===== src/inc/throttle_defines.svh =====
`ifndef THROTTLE_DEFINES_SVH
`define THROTTLE_DEFINES_SVH

// Register byte offsets
`define TPM_OFF_CTRL 8'h00
`define TPM_OFF_PERIOD 8'h04
`define TPM_OFF_LIMIT 8'h08
`define TPM_OFF_CUR1 8'h0C
`define TPM_OFF_CUR2 8'h10
`define TPM_OFF_AVG1 8'h14
`define TPM_OFF_AVG2 8'h18
`define TPM_OFF_STAT1 8'h1C
`define TPM_OFF_STAT2 8'h20
`define TPM_OFF_OVR 8'h24

// Control register fields
`define TPM_CTRL_SHORT 0
`define TPM_CTRL_HOTDIS 1
`define TPM_CTRL_SLEEP_LSB 4
`define TPM_CTRL_SLEEP_MSB 5

// Override register fields
`define TPM_OVR_EN 0
`define TPM_OVR_SEL 1
`define TPM_OVR_DUTY_LSB 8
`define TPM_OVR_DUTY_MSB 15

// Reset values
`define TPM_PERIOD_RST 16'h00FF
`define TPM_LIMIT_RST 8'hFF

// Measurement constants
`define TPM_COUNT_MAX 8'hFF
`define TPM_LAST_SAMPLE 8'hFF
`define TPM_TH_75 8'hC1
`define TPM_TH_50 8'h81
`define TPM_TH_25 8'h41
`define TPM_TH_12 8'h21

// Status flag positions
`define TPM_FLAG_FULL 0
`define TPM_FLAG_R75 1
`define TPM_FLAG_R50 2
`define TPM_FLAG_R25 3
`define TPM_FLAG_R12 4
`define TPM_FLAG_R0 5
`define TPM_FLAG_NZ 6
`define TPM_FLAG_USER 7

// Timing
`define TPM_CLK_PERIOD_NS 50
`define TPM_HOT_RESP_NS 10000
`define TPM_RESET_RESP_NS 10000

`endif


===== src/inc/throttle_pkg.sv =====
package throttle_pkg;

   typedef enum logic [1:0] {
      awake_state,
      suspend_state,
      off_state
   } sleep_state_t;

   typedef logic [7:0] grade_flags_t;

endpackage : throttle_pkg


===== src/core/throttle_channel.sv =====
`timescale 1ns/1ps
`include "throttle_defines.svh"

module throttle_channel
   import throttle_pkg::*;
(
   // Clock and reset
   input wire logic pclk,
   input wire logic presetn,
   // Control from the sequencer
   input wire logic active,
   input wire logic restart,
   input wire logic sample_tick,
   input wire logic interval_end,
   input wire logic asserted,
   input wire logic [7:0] user_limit,
   // Results
   output logic [7:0] cur_value,
   output logic [7:0] avg_value,
   output grade_flags_t flags
);

   typedef struct packed {
      logic [7:0] cnt;
      logic seen;
      logic all_on;
      logic first;
      logic [7:0] cur;
      logic [7:0] avg;
      grade_flags_t flags;
   } chan_state_t;

   chan_state_t st_reg;
   chan_state_t st_next;

   function automatic grade_flags_t grade(input logic [7:0] v, input logic full,
                                          input logic [7:0] lim);
      grade_flags_t f;
      f = '0;
      f[`TPM_FLAG_FULL] = full;
      f[`TPM_FLAG_R75] = (v >= `TPM_TH_75) && !full;
      f[`TPM_FLAG_R50] = (v >= `TPM_TH_50) && (v < `TPM_TH_75);
      f[`TPM_FLAG_R25] = (v >= `TPM_TH_25) && (v < `TPM_TH_50);
      f[`TPM_FLAG_R12] = (v >= `TPM_TH_12) && (v < `TPM_TH_25);
      f[`TPM_FLAG_R0] = (v != 8'h00) && (v < `TPM_TH_12);
      f[`TPM_FLAG_NZ] = (v != 8'h00);
      f[`TPM_FLAG_USER] = (v > lim);
      return f;
   endfunction : grade

   logic [8:0] h_sum;
   logic [7:0] h_half;
   assign h_sum = {1'b0, st_reg.avg} + {1'b0, st_reg.cur};
   assign h_half = h_sum[8:1];

   always_comb begin
      logic [7:0] res;
      res = 8'h00;
      st_next = st_reg;
      if (!active) begin
         // Sleep: counting halted, current cleared, average kept
         st_next.cnt = 8'h00;
         st_next.seen = 1'b0;
         st_next.all_on = 1'b1;
         st_next.first = 1'b1;
         st_next.cur = 8'h00;
         st_next.flags = '0;
      end else if (restart) begin
         st_next.cnt = 8'h00;
         st_next.seen = 1'b0;
         st_next.all_on = 1'b1;
      end else begin
         if (asserted) begin
            st_next.seen = 1'b1;
         end else begin
            st_next.all_on = 1'b0;
         end
         if (sample_tick && asserted && st_reg.cnt != `TPM_COUNT_MAX) begin
            st_next.cnt = st_reg.cnt + 8'h01;
         end
         if (interval_end) begin
            res = st_next.cnt;
            // Catches pulses that fell between two sample points
            if (st_next.seen && res == 8'h00) begin
               res = 8'h01;
            end
            st_next.cur = res;
            st_next.avg = st_reg.first ? res : h_half;
            st_next.first = 1'b0;
            st_next.flags = grade(res, st_next.all_on, user_limit);
            st_next.cnt = 8'h00;
            st_next.seen = 1'b0;
            st_next.all_on = 1'b1;
         end
      end
   end

   always_ff @(posedge pclk or negedge presetn) begin
      if (!presetn) begin
         st_reg <= '{cnt: 8'h00, seen: 1'b0, all_on: 1'b1, first: 1'b1,
                     cur: 8'h00, avg: 8'h00, flags: '0};
      end else begin
         st_reg <= st_next;
      end
   end

   assign cur_value = st_reg.cur;
   assign avg_value = st_reg.avg;
   assign flags = st_reg.flags;
endmodule : throttle_channel


===== src/core/processor_throttle_monitor.sv =====
// Decided for this implementation: the placing of the registers and the APB interface to the registers.
`timescale 1ns/1ps
`include "throttle_defines.svh"

// Notes on behaviour
// - Each channel measures asserted fraction of an interval, 8 bits, step 1/256.
// - Interval end loads the new measurement into the current register.
// - Interval end sets average to half of old average plus old current.
// - Writing either current register restarts capture on both channels.
// - Zero means never asserted; any assertion gives at least one.
// - Full flag when the line never released during the interval.
// - Range flags for 193 and up (not full) and 129 to 192.
// - Range flags for 65-128, 33-64 and 1-32.
// - Nonzero flag, and user flag when result exceeds programmed limit.
// - Both lines measured independently with own registers and flags.
// - Suspend and off stop monitoring, clear current, keep average.
// - After wake, first result goes straight to current and average.
// - Short-together: external assertion of one line is mirrored onto the other.
// - Regulator overtemp asserts matching line within 10 us, releases after.
// - Short-together: either regulator overtemp asserts both lines.
// - Overtemp response off in suspend/off states or by disable bit.
// - Override drives PWM pattern on selected line, both if shorted.
// - External reset forces off state within 10 us.

module processor_throttle_monitor
   import throttle_pkg::*;
#(
   parameter int PERIOD_W = 16
)
(
   // Clock and reset
   input wire logic pclk,
   input wire logic presetn,
   // APB slave
   input wire logic psel,
   input wire logic penable,
   input wire logic pwrite,
   input wire logic [7:0] paddr,
   input wire logic [31:0] pwdata,
   output logic [31:0] prdata,
   output logic pready,
   output logic pslverr,
   // Processor throttle lines, open drain, active low
   input wire logic cpu1_throttle_line_in,
   output logic cpu1_throttle_line_out,
   output logic cpu1_throttle_line_oe_n,
   input wire logic cpu2_throttle_line_in,
   output logic cpu2_throttle_line_out,
   output logic cpu2_throttle_line_oe_n,
   // Regulator overtemperature, active high
   input wire logic regulator1_overtemp_in,
   input wire logic regulator2_overtemp_in,
   // System reset pin
   input wire logic ext_reset_n
);

   localparam int HOT_RESP_CYC = `TPM_HOT_RESP_NS / `TPM_CLK_PERIOD_NS;
   localparam int RESET_RESP_CYC = `TPM_RESET_RESP_NS / `TPM_CLK_PERIOD_NS;

   typedef struct packed {
      logic [1:0] s_line1;
      logic [1:0] s_line2;
      logic [1:0] s_hot1;
      logic [1:0] s_hot2;
      logic [1:0] s_rst;
      logic short_en;
      logic hot_dis;
      sleep_state_t sleep;
      logic [PERIOD_W-1:0] period;
      logic [7:0] limit;
      logic ovr_en;
      logic ovr_sel;
      logic [7:0] duty;
      logic [PERIOD_W-1:0] div;
      logic [7:0] idx;
      logic [7:0] pwm;
      logic [2:0] hist1;
      logic [2:0] hist2;
      logic oe1_n;
      logic oe2_n;
      logic restart;
      logic [31:0] rdata;
      logic ready;
      logic err;
   } top_state_t;

   top_state_t st_reg;
   top_state_t st_next;

   logic active;
   logic tick_raw;
   logic sample_tick;
   logic interval_end;
   logic line1_low;
   logic line2_low;
   logic [7:0] cur1;
   logic [7:0] cur2;
   logic [7:0] avg1;
   logic [7:0] avg2;
   grade_flags_t flags1;
   grade_flags_t flags2;

   assign active = (st_reg.sleep == awake_state);
   assign line1_low = !st_reg.s_line1[1];
   assign line2_low = !st_reg.s_line2[1];
   assign tick_raw = (st_reg.div == st_reg.period);
   assign sample_tick = tick_raw && active && !st_reg.restart;
   assign interval_end = sample_tick && (st_reg.idx == `TPM_LAST_SAMPLE);

   always_comb begin
      logic access;
      logic done;
      logic hit;
      logic [31:0] rd;
      logic hot_ok;
      logic ext1;
      logic ext2;
      logic pwm_on;
      logic drive1;
      logic drive2;
      access = psel && penable;
      done = access && st_reg.ready;
      hit = 1'b1;
      rd = 32'h0000_0000;
      hot_ok = active && !st_reg.hot_dis;
      ext1 = line1_low && (st_reg.hist1 == 3'h0) && st_reg.oe1_n;
      ext2 = line2_low && (st_reg.hist2 == 3'h0) && st_reg.oe2_n;
      pwm_on = st_reg.ovr_en && (st_reg.pwm < st_reg.duty);
      drive1 = 1'b0;
      drive2 = 1'b0;
      st_next = st_reg;

      // Pin synchronisers
      st_next.s_line1 = {st_reg.s_line1[0], cpu1_throttle_line_in};
      st_next.s_line2 = {st_reg.s_line2[0], cpu2_throttle_line_in};
      st_next.s_hot1 = {st_reg.s_hot1[0], regulator1_overtemp_in};
      st_next.s_hot2 = {st_reg.s_hot2[0], regulator2_overtemp_in};
      st_next.s_rst = {st_reg.s_rst[0], ext_reset_n};

      // Sample timing, shared by both channels so they restart together
      if (st_reg.restart || tick_raw) begin
         st_next.div = '0;
      end else begin
         st_next.div = st_reg.div + {{(PERIOD_W-1){1'b0}}, 1'b1};
      end
      if (tick_raw) begin
         st_next.pwm = st_reg.pwm + 8'h01;
      end
      if (!active || st_reg.restart) begin
         st_next.idx = 8'h00;
      end else if (sample_tick) begin
         st_next.idx = st_reg.idx + 8'h01;
      end

      // Register read decode
      if (paddr == `TPM_OFF_CTRL) begin
         rd[`TPM_CTRL_SHORT] = st_reg.short_en;
         rd[`TPM_CTRL_HOTDIS] = st_reg.hot_dis;
         rd[`TPM_CTRL_SLEEP_MSB:`TPM_CTRL_SLEEP_LSB] = st_reg.sleep;
      end else if (paddr == `TPM_OFF_PERIOD) begin
         rd[PERIOD_W-1:0] = st_reg.period;
      end else if (paddr == `TPM_OFF_LIMIT) begin
         rd[7:0] = st_reg.limit;
      end else if (paddr == `TPM_OFF_CUR1) begin
         rd[7:0] = cur1;
      end else if (paddr == `TPM_OFF_CUR2) begin
         rd[7:0] = cur2;
      end else if (paddr == `TPM_OFF_AVG1) begin
         rd[7:0] = avg1;
      end else if (paddr == `TPM_OFF_AVG2) begin
         rd[7:0] = avg2;
      end else if (paddr == `TPM_OFF_STAT1) begin
         rd[7:0] = flags1;
      end else if (paddr == `TPM_OFF_STAT2) begin
         rd[7:0] = flags2;
      end else if (paddr == `TPM_OFF_OVR) begin
         rd[`TPM_OVR_EN] = st_reg.ovr_en;
         rd[`TPM_OVR_SEL] = st_reg.ovr_sel;
         rd[`TPM_OVR_DUTY_MSB:`TPM_OVR_DUTY_LSB] = st_reg.duty;
      end else begin
         hit = 1'b0;
      end

      // One wait state: answer registered in the first access cycle
      st_next.ready = access && !st_reg.ready;
      st_next.err = access && !st_reg.ready && !hit;
      st_next.rdata = (access && !st_reg.ready) ? rd : 32'h0000_0000;
      st_next.restart = 1'b0;

      if (done && pwrite && !st_reg.err) begin
         if (paddr == `TPM_OFF_CTRL) begin
            st_next.short_en = pwdata[`TPM_CTRL_SHORT];
            st_next.hot_dis = pwdata[`TPM_CTRL_HOTDIS];
            if (pwdata[`TPM_CTRL_SLEEP_MSB:`TPM_CTRL_SLEEP_LSB] == 2'h0) begin
               st_next.sleep = awake_state;
            end else if (pwdata[`TPM_CTRL_SLEEP_MSB:`TPM_CTRL_SLEEP_LSB] == 2'h1) begin
               st_next.sleep = suspend_state;
            end else begin
               st_next.sleep = off_state;
            end
         end else if (paddr == `TPM_OFF_PERIOD) begin
            st_next.period = pwdata[PERIOD_W-1:0];
            st_next.restart = 1'b1;
         end else if (paddr == `TPM_OFF_LIMIT) begin
            st_next.limit = pwdata[7:0];
         end else if (paddr == `TPM_OFF_CUR1 || paddr == `TPM_OFF_CUR2) begin
            st_next.restart = 1'b1;
         end else if (paddr == `TPM_OFF_OVR) begin
            st_next.ovr_en = pwdata[`TPM_OVR_EN];
            st_next.ovr_sel = pwdata[`TPM_OVR_SEL];
            st_next.duty = pwdata[`TPM_OVR_DUTY_MSB:`TPM_OVR_DUTY_LSB];
         end
      end

      // Reset pin wins over any software write to the sleep field
      if (!st_reg.s_rst[1]) begin
         st_next.sleep = off_state;
      end

      // Line drive; our own recent drive is masked so a mirror cannot latch
      if (hot_ok && (st_reg.s_hot1[1] || (st_reg.short_en && st_reg.s_hot2[1]))) begin
         drive1 = 1'b1;
      end
      if (hot_ok && (st_reg.s_hot2[1] || (st_reg.short_en && st_reg.s_hot1[1]))) begin
         drive2 = 1'b1;
      end
      if (st_reg.short_en && ext2) begin
         drive1 = 1'b1;
      end
      if (st_reg.short_en && ext1) begin
         drive2 = 1'b1;
      end
      if (pwm_on && (!st_reg.ovr_sel || st_reg.short_en)) begin
         drive1 = 1'b1;
      end
      if (pwm_on && (st_reg.ovr_sel || st_reg.short_en)) begin
         drive2 = 1'b1;
      end
      st_next.oe1_n = !drive1;
      st_next.oe2_n = !drive2;
      st_next.hist1 = {st_reg.hist1[1:0], !st_reg.oe1_n};
      st_next.hist2 = {st_reg.hist2[1:0], !st_reg.oe2_n};
   end

   always_ff @(posedge pclk or negedge presetn) begin
      if (!presetn) begin
         st_reg <= '{s_line1: 2'h3, s_line2: 2'h3, s_hot1: 2'h0, s_hot2: 2'h0,
                     s_rst: 2'h3, short_en: 1'b0, hot_dis: 1'b0, sleep: awake_state,
                     period: PERIOD_W'(`TPM_PERIOD_RST), limit: `TPM_LIMIT_RST, ovr_en: 1'b0,
                     ovr_sel: 1'b0, duty: 8'h00, div: '0, idx: 8'h00, pwm: 8'h00,
                     hist1: 3'h0, hist2: 3'h0, oe1_n: 1'b1, oe2_n: 1'b1,
                     restart: 1'b0, rdata: 32'h0000_0000, ready: 1'b0, err: 1'b0};
      end else begin
         st_reg <= st_next;
      end
   end

   // Independent channels with their own results and flags
   throttle_channel u_chan1 (
      .pclk(pclk),
      .presetn(presetn),
      .active(active),
      .restart(st_reg.restart),
      .sample_tick(sample_tick),
      .interval_end(interval_end),
      .asserted(line1_low),
      .user_limit(st_reg.limit),
      .cur_value(cur1),
      .avg_value(avg1),
      .flags(flags1)
   );

   throttle_channel u_chan2 (
      .pclk(pclk),
      .presetn(presetn),
      .active(active),
      .restart(st_reg.restart),
      .sample_tick(sample_tick),
      .interval_end(interval_end),
      .asserted(line2_low),
      .user_limit(st_reg.limit),
      .cur_value(cur2),
      .avg_value(avg2),
      .flags(flags2)
   );

   assign prdata = st_reg.rdata;
   assign pready = st_reg.ready;
   assign pslverr = st_reg.err;
   // Open drain: the pad only ever pulls low
   assign cpu1_throttle_line_out = 1'b0;
   assign cpu2_throttle_line_out = 1'b0;
   assign cpu1_throttle_line_oe_n = st_reg.oe1_n;
   assign cpu2_throttle_line_oe_n = st_reg.oe2_n;
endmodule : processor_throttle_monitor


===== config.mk =====
export PLATFORM = sky130hd
export DESIGN_NAME = processor_throttle_monitor
export DESIGN_NICKNAME = d
export VERILOG_FILES = /design/src/inc/throttle_pkg.sv /design/src/core/throttle_channel.sv /design/src/core/processor_throttle_monitor.sv
export VERILOG_INCLUDE_DIRS = /design/src /design/src/inc
export SDC_FILE = /design/constraint.sdc
export NUM_CORES = 1
export LEC_CHECK = 0
export BUFFER_PORTS_ARGS = -buffer_cell sky130_fd_sc_hd__buf_2
export CAP_MARGIN = 20
export CORE_MARGIN = 2
export CORE_UTILIZATION = 60
export DETAILED_ROUTE_END_ITERATION = 7
export GPL_ROUTABILITY_DRIVEN = 1
export PLACE_DENSITY = 0.9
export SYNTH_ARGS = -nofsm -noshare
export SYNTH_HDL_FRONTEND = slang
export SYNTH_SLANG_ARGS = --single-unit

===== constraint.sdc =====
create_clock -name pclk -period 3.4 [get_ports pclk]
set_input_delay 0.68 -clock pclk [delete_from_list [all_inputs] [get_ports pclk]]
set_output_delay 0.68 -clock pclk [all_outputs]
set_load 0.05 [all_outputs]

# Word level (Yosys, flattened, before mapping)
# Cells that the tools add are included.
# totals
register_bits,177
input_bits,50
output_inout_bits,38
elab_cells,262
# classes
addsub,7
order_cmp,19
eq_ne,18
n_mux,97
n_bitwise,5
n_reduce_logical,78
# op_table
cell,count
$mux W8,35
$mux W35,2
$mux W16,4
$mux W10,6
$mux W25,2
$logic_and A1 B1 Y1,39
$mux W19,2
$mux W36,1
$mux W34,1
$mux W1,33
$add A8 B1 Y8 const B,4
$eq A8 B5 Y1 const B,4
$ge A8 B8 Y1 const B,4
$lt A8 B8 Y1 const B,4
$logic_not A8 Y1,3
$add A8 B8 Y9,2
$mux W18,1
$mux W2,9
$add A16 B1 Y16 const B,1
$eq A16 B16 Y1,1
$eq A8 B4 Y1 const B,2
$eq A8 B6 Y1 const B,2
$ge A8 B6 Y1 const B,2
$ge A8 B7 Y1 const B,2
22 further kinds,58

# Depth between registers and ports, before layout
# logic_depth
ltp_word,19
ltp_mapped,16
depth_no_buf,15

# Cells and area by module
# A second synthesis with hierarchy kept.
# hier_totals
hier_cells,1097
area_unflattened_um2,10555.1
# by_module_without_submodules
module,instances,cells_per_inst,area_per_inst_um2,seq_area_each_um2
processor_throttle_monitor,1,547,5644.2,2707.6
throttle_channel at u_chan1,1,278,2464.9,878.3
throttle_channel at u_chan2,1,272,2446.1,878.3

# Least setup slack after synthesis
# No wires, ideal clock.
# synth_path
path_type,register to register
start,register st_reg[96] in the netlist's numbering
end,"register u_chan1.st_reg, in the netlist u_chan1.flags[7]"
setup_time_ns,0.126
arrival_time_ns,3.051
t_required_ns,3.274
path_slack_ns,0.223
stages_incl_launch_ff,15
n_path_buf,1
period_less_slack_ns,3.177
path_cell_list,dfstp_2 -> xor2_1 -> nor4_4 -> and4_1 -> buf_4 -> nand3_1 -> xor2_2 -> inv_2 -> nor3_1 -> nand3_1 -> and2_1 -> ha_1 -> nand3_1 -> o31ai_1 -> o21ai_1
# synth_via
elab_chain_len,18
word_cells_on_any_way,21
cone_classes,order compare: 1; eq/ne: 2; mux: 10; reduce/logical: 8
# synth_lines
item,line_no,source
start: declaration,processor_throttle_monitor.sv:87,top_state_t st_reg;
start signal: assignment,processor_throttle_monitor.sv:247,"st_reg <= '{s_line1: 2'h3, s_line2: 2'h3, s_hot1: 2'h0, s_hot2: 2'h0,"
start signal: assignment,processor_throttle_monitor.sv:254,st_reg <= st_next;
$eq A16 B16 Y1 (*),processor_throttle_monitor.sv:106,assign tick_raw = (st_reg.div == st_reg.period);
$logic_and A1 B1 Y1 (*) (2 in a row),processor_throttle_monitor.sv:107,assign sample_tick = tick_raw && active && !st_reg.restart;
$logic_and A1 B1 Y1,throttle_channel.sv:78,if (sample_tick && asserted && st_reg.cnt != `TPM_COUNT_MAX) begin
$logic_and A1 B1 Y1 (no line),--,
$mux W8,throttle_channel.sv:78,
$mux W8,throttle_channel.sv:68,end else if (restart) begin
$mux W8,throttle_channel.sv:60,if (!active) begin
$logic_not A8 Y1,throttle_channel.sv:84,if (st_next.seen && res == 8'h00) begin
$logic_and A1 B1 Y1,throttle_channel.sv:84,
$mux W8,throttle_channel.sv:84,
$mux W8,throttle_channel.sv:81,if (interval_end) begin
$mux W8,throttle_channel.sv:68,
$mux W8,throttle_channel.sv:60,
$gt A8 B8 Y1,throttle_channel.sv:47,f[`TPM_FLAG_USER] = (v > lim);
$mux W35,throttle_channel.sv:81,
$mux W25,throttle_channel.sv:68,
$mux W8,throttle_channel.sv:60,
end signal: assignment,throttle_channel.sv:100,"st_reg <= '{cnt: 8'h00, seen: 1'b0, all_on: 1'b1, first: 1'b1,"
end signal: assignment,throttle_channel.sv:103,st_reg <= st_next;
end: declaration,throttle_channel.sv:33,chan_state_t st_reg;
# Every way passes the cells marked *; elsewhere a longest branch is shown, timed or not. The select of a mux whose other input is x is not followed.
# A chain may end at the register's enable or synchronous reset.

# Worst setup path after layout
# layout_path
start,register st_reg[110] in the netlist's numbering
end,"register u_chan2.st_reg, in the netlist u_chan2.flags[7]"
# layout_via
elab_chain_len,18
word_cells_on_any_way,22
cone_classes,order compare: 1; eq/ne: 2; mux: 10; reduce/logical: 9
# layout_lines
item,line_no,source
$logic_not A2 Y1 (*),processor_throttle_monitor.sv:103,assign active = (st_reg.sleep == awake_state);
$logic_and A1 B1 Y1 (2 in a row),processor_throttle_monitor.sv:107,
$logic_and A1 B1 Y1,throttle_channel.sv:78,
$logic_and A1 B1 Y1 (no line),--,
$mux W8,throttle_channel.sv:78,
$mux W8,throttle_channel.sv:68,
$mux W8,throttle_channel.sv:60,
$logic_not A8 Y1,throttle_channel.sv:84,
$logic_and A1 B1 Y1,throttle_channel.sv:84,
$mux W8,throttle_channel.sv:84,
$mux W8,throttle_channel.sv:81,
$mux W8,throttle_channel.sv:68,
$mux W8,throttle_channel.sv:60,
$gt A8 B8 Y1,throttle_channel.sv:47,
$mux W35,throttle_channel.sv:81,
$mux W25,throttle_channel.sv:68,
$mux W8,throttle_channel.sv:60,
end signal: assignment,throttle_channel.sv:100,
end signal: assignment,throttle_channel.sv:103,
end: declaration,throttle_channel.sv:33,
# Marks and branches as above.

==> results.json <==
{
  "tns_ns": 0,
  "hp-class": "in -> async",
  "ant_nets": 0,
  "post-synth-top-area-cell": "dfrtp_1",
  "synth_top_flop_cell": "dfrtp_1",
  "grtUsageTotal_pct": 31.96,
  "netlist_top_cells_count": "dfrtp_1 (149), nor2_1 (94), nand2_1 (84), nand3_1 (46), ha_1 (40)",
  "syn_area_um2": 9694,
  "ys_types": 70,
  "worst_pin_slew_ns": 0.7428,
  "end_kind": "register",
  "crit_type": "reg -> reg",
  "crit_fanout": 3,
  "nNetsFinal": 1148,
  "largest_reg_flops": 78,
  "grt_pass1_vias": 8217,
  "clock-sinks": 176,
  "syn-instance-count": 986,
  "wirelength_mm": 27.07,
  "slew_headroom_pct": 50.48,
  "cp.arrival_ns": 3.69,
  "place_inst": 1250,
  "avgSynthCellArea_um2": 9.832,
  "fin_util_pct": 69.91,
  "vias_per_cell": 6.342,
  "crit_path_start": "st_reg[110]",
  "finClkSkew_ns": 0.008827,
  "status": "complete, no violations",
  "drt_first_pass_iters": 6,
  "p_total_mw": 4.971,
  "die_x_um": 131.1,
  "gr-total-overflow": 0,
  "leakage_nw": 5.312,
  "period_share_pct": 98.04,
  "rows": 46,
  "cts_buffer_depth": 2,
  "clkLatencyLatePin_ns": 0.44,
  "cpMaxStageDelayCell": "or3_4",
  "synth-async-reset-ratio_pct": 100.0,
  "synth_seq_cells": 176,
  "die_area_um2": 17190,
  "crit_required_ns": 3.76,
  "htree_levels": 4,
  "slew_viol_final": 0,
  "coreArea_um2": 15830,
  "finalSetupViolCount": 0,
  "yosysMostFrequentCell": "dfrtp_1",
  "grt_pass1_wl_mm": 43.17,
  "die_h_um": 131.1,
  "max_freq_mhz": 300.0,
  "drv_cap": 0,
  "reg2reg_from": "st_reg[110]",
  "synthTopCellsByArea": "dfrtp_1 (38%), dfstp_2 (7.3%), ha_1 (5.2%)",
  "crit-reg2reg-capture": "u_chan2.flags[7]",
  "yosysTopAreaCellShare_pct": 38.46,
  "period_needed_ns": 3.334,
  "wire_per_inst_um": 21.07,
  "power_density_nw_per_um2": 449.3,
  "ys_warn_count": 0,
  "vias": 8150,
  "finalHoldViolations": 0,
  "ios": 88,
  "crit_path_cell_trace": "nor3_2, nand4_1, or3_4, mux2i_2, nand3_1, nor3_2, nor2b_1, ha_1, nand3_1, nor3_1, a211o_1, a41oi_1",
  "synthToLayoutAreaGrowth_pct": 14.13,
  "synth_edf_count": 0,
  "drc": 0,
  "antenna_found_initial": 0,
  "port_buffers": 53,
  "drtIter0Drc": 1038,
  "reg2reg_depth": 12,
  "path_clk_slew_ns": 0.07,
  "startpoint_type": "register",
  "start_util_pct": 61.25,
  "yosysSeqAreaShare_pct": 45.78,
  "grt_max_degree": 82,
  "slowest_delay_ns": 0.51,
  "r2r_slack_ns": 0.07,
  "cts_root_buf": "clkbuf_16",
  "vdd_drop_max_v": 0.0004358,
  "whs_ns": 0.2695,
  "hpwl_mm": 18.87,
  "instances_no_fill": 1285,
  "cts_buffers": 17,
  "drive_above_1_share_pct": 22.36,
  "tritoncts": "yes",
  "grt_setup_unrepaired": "yes",
  "gp_congestion": 0.9247,
  "diodes": 0
}
## logic make-up after synthesis
kind of cell	synth area share, %
DFF	45.78
AOI/OAI and AO/OA	12.56
and+or+nand+nor	17.53
xor gates and xnor gates	6.544
adders and majority gates	5.576
buffers and inverters	6.027
other	0.03868
muxes	5.950
## worst max-delay path: cells and delay by family (launching register included)
kind | cells | cell delay [ns]
simple gates | 8 | 1.85
flops | 1 | 0.45
mux | 1 | 0.24
compound gates | 2 | 0.44
fa+ha+maj | 1 | 0.27
## power by group
part           switching [mW]  total, mW  internal, mW  leakage, nW
combinational           0.400      0.660         0.261         2.71
sequential             0.0857       2.25          2.17         2.29
clock                   0.926       2.06          1.13        0.305
## repair_timing
item                                    4_1_cts  5_1_grt
hold buffers                                  0        0
endpoints found under the setup margin        1        2
resized for setup                             1       20
pin swaps                                     0        8
buffers inserted                              0        3
## cell usage in the layout, fill, tap and decap left out, types with 5 or more instances in the layout
cell type and n:
xor2_1 35, nand2_1 84, or3_1 8, dfrtp_1 149, o22ai_1 5, inv_8 5
a31oi_1 7, nand4_1 15, mux2_1 8, nand2b_1 9, inv_1 36, and4_1 5
nor2b_1 8, buf_4 55, a211o_1 5, nand3_1 46, xnor2_1 28, clkbuf_16 17
nor4_4 6, buf_2 52, o31ai_1 6, o21ai_1 29, nor3_1 14, and3_1 13
conb_1 18, mux2i_1 15, nor2_1 94, ha_1 39, a221oi_1 5, o21ai_0 32
and2_1 6, a21o_1 15, a22oi_1 12, dfstp_2 27, mux2_2 29, a21oi_1 35
## per-stage QoR
| stage | instance area [um2] | setup WS (ns) |
|---|---|---|
| after floorplan | 9758 | 0.2225 |
| after global placement | 10330 | 0.03999 |
| after detailed placement | 10330 | -0.06971 |
| after CTS | 10940 | 0.01746 |
| after global routing | 11060 | -0.1104 |
| final | 11060 | 0.06650 |
## layer usage
layer | GRT usage, % | share of wire (%) | vias up
met1 | 40.37 | 38 | 3935
met3 | 7.215 | 9.0 | 137
li1 | - | - | 3556
met2 | 51.05 | 47 | 522
met4 | 18.06 | 6.3 | 0
met5 | 0 | 0 | -
## final cells by class
class | count | area, um2
sequential | 176 | 4438
fill | 1031 | 4763
tap | 216 | 270.3
timing repair buffer | 111 | 744.5
inverter | 42 | 157.7
clock inverter | 14 | 170.2
multi-input combinational | 708 | 4845
clock buffer | 18 | 439.2
## how the worst max path moves through the flow
stage | to | slack, ns | cells after the start
2_1_floorplan | u_chan1.flags[7] | 0.22 | 14
3_3_place_gp | u_chan1.flags[7] | 0.04 | 13
3_5_place_dp | u_chan1.flags[7] | -0.07 | 13
6_report | u_chan2.flags[7] | 0.07 | 12
4_1_cts | u_chan1.flags[7] | 0.02 | 13
5_1_grt | u_chan2.flags[7] | -0.11 | 13
Power figures use the tool's default switching activity.
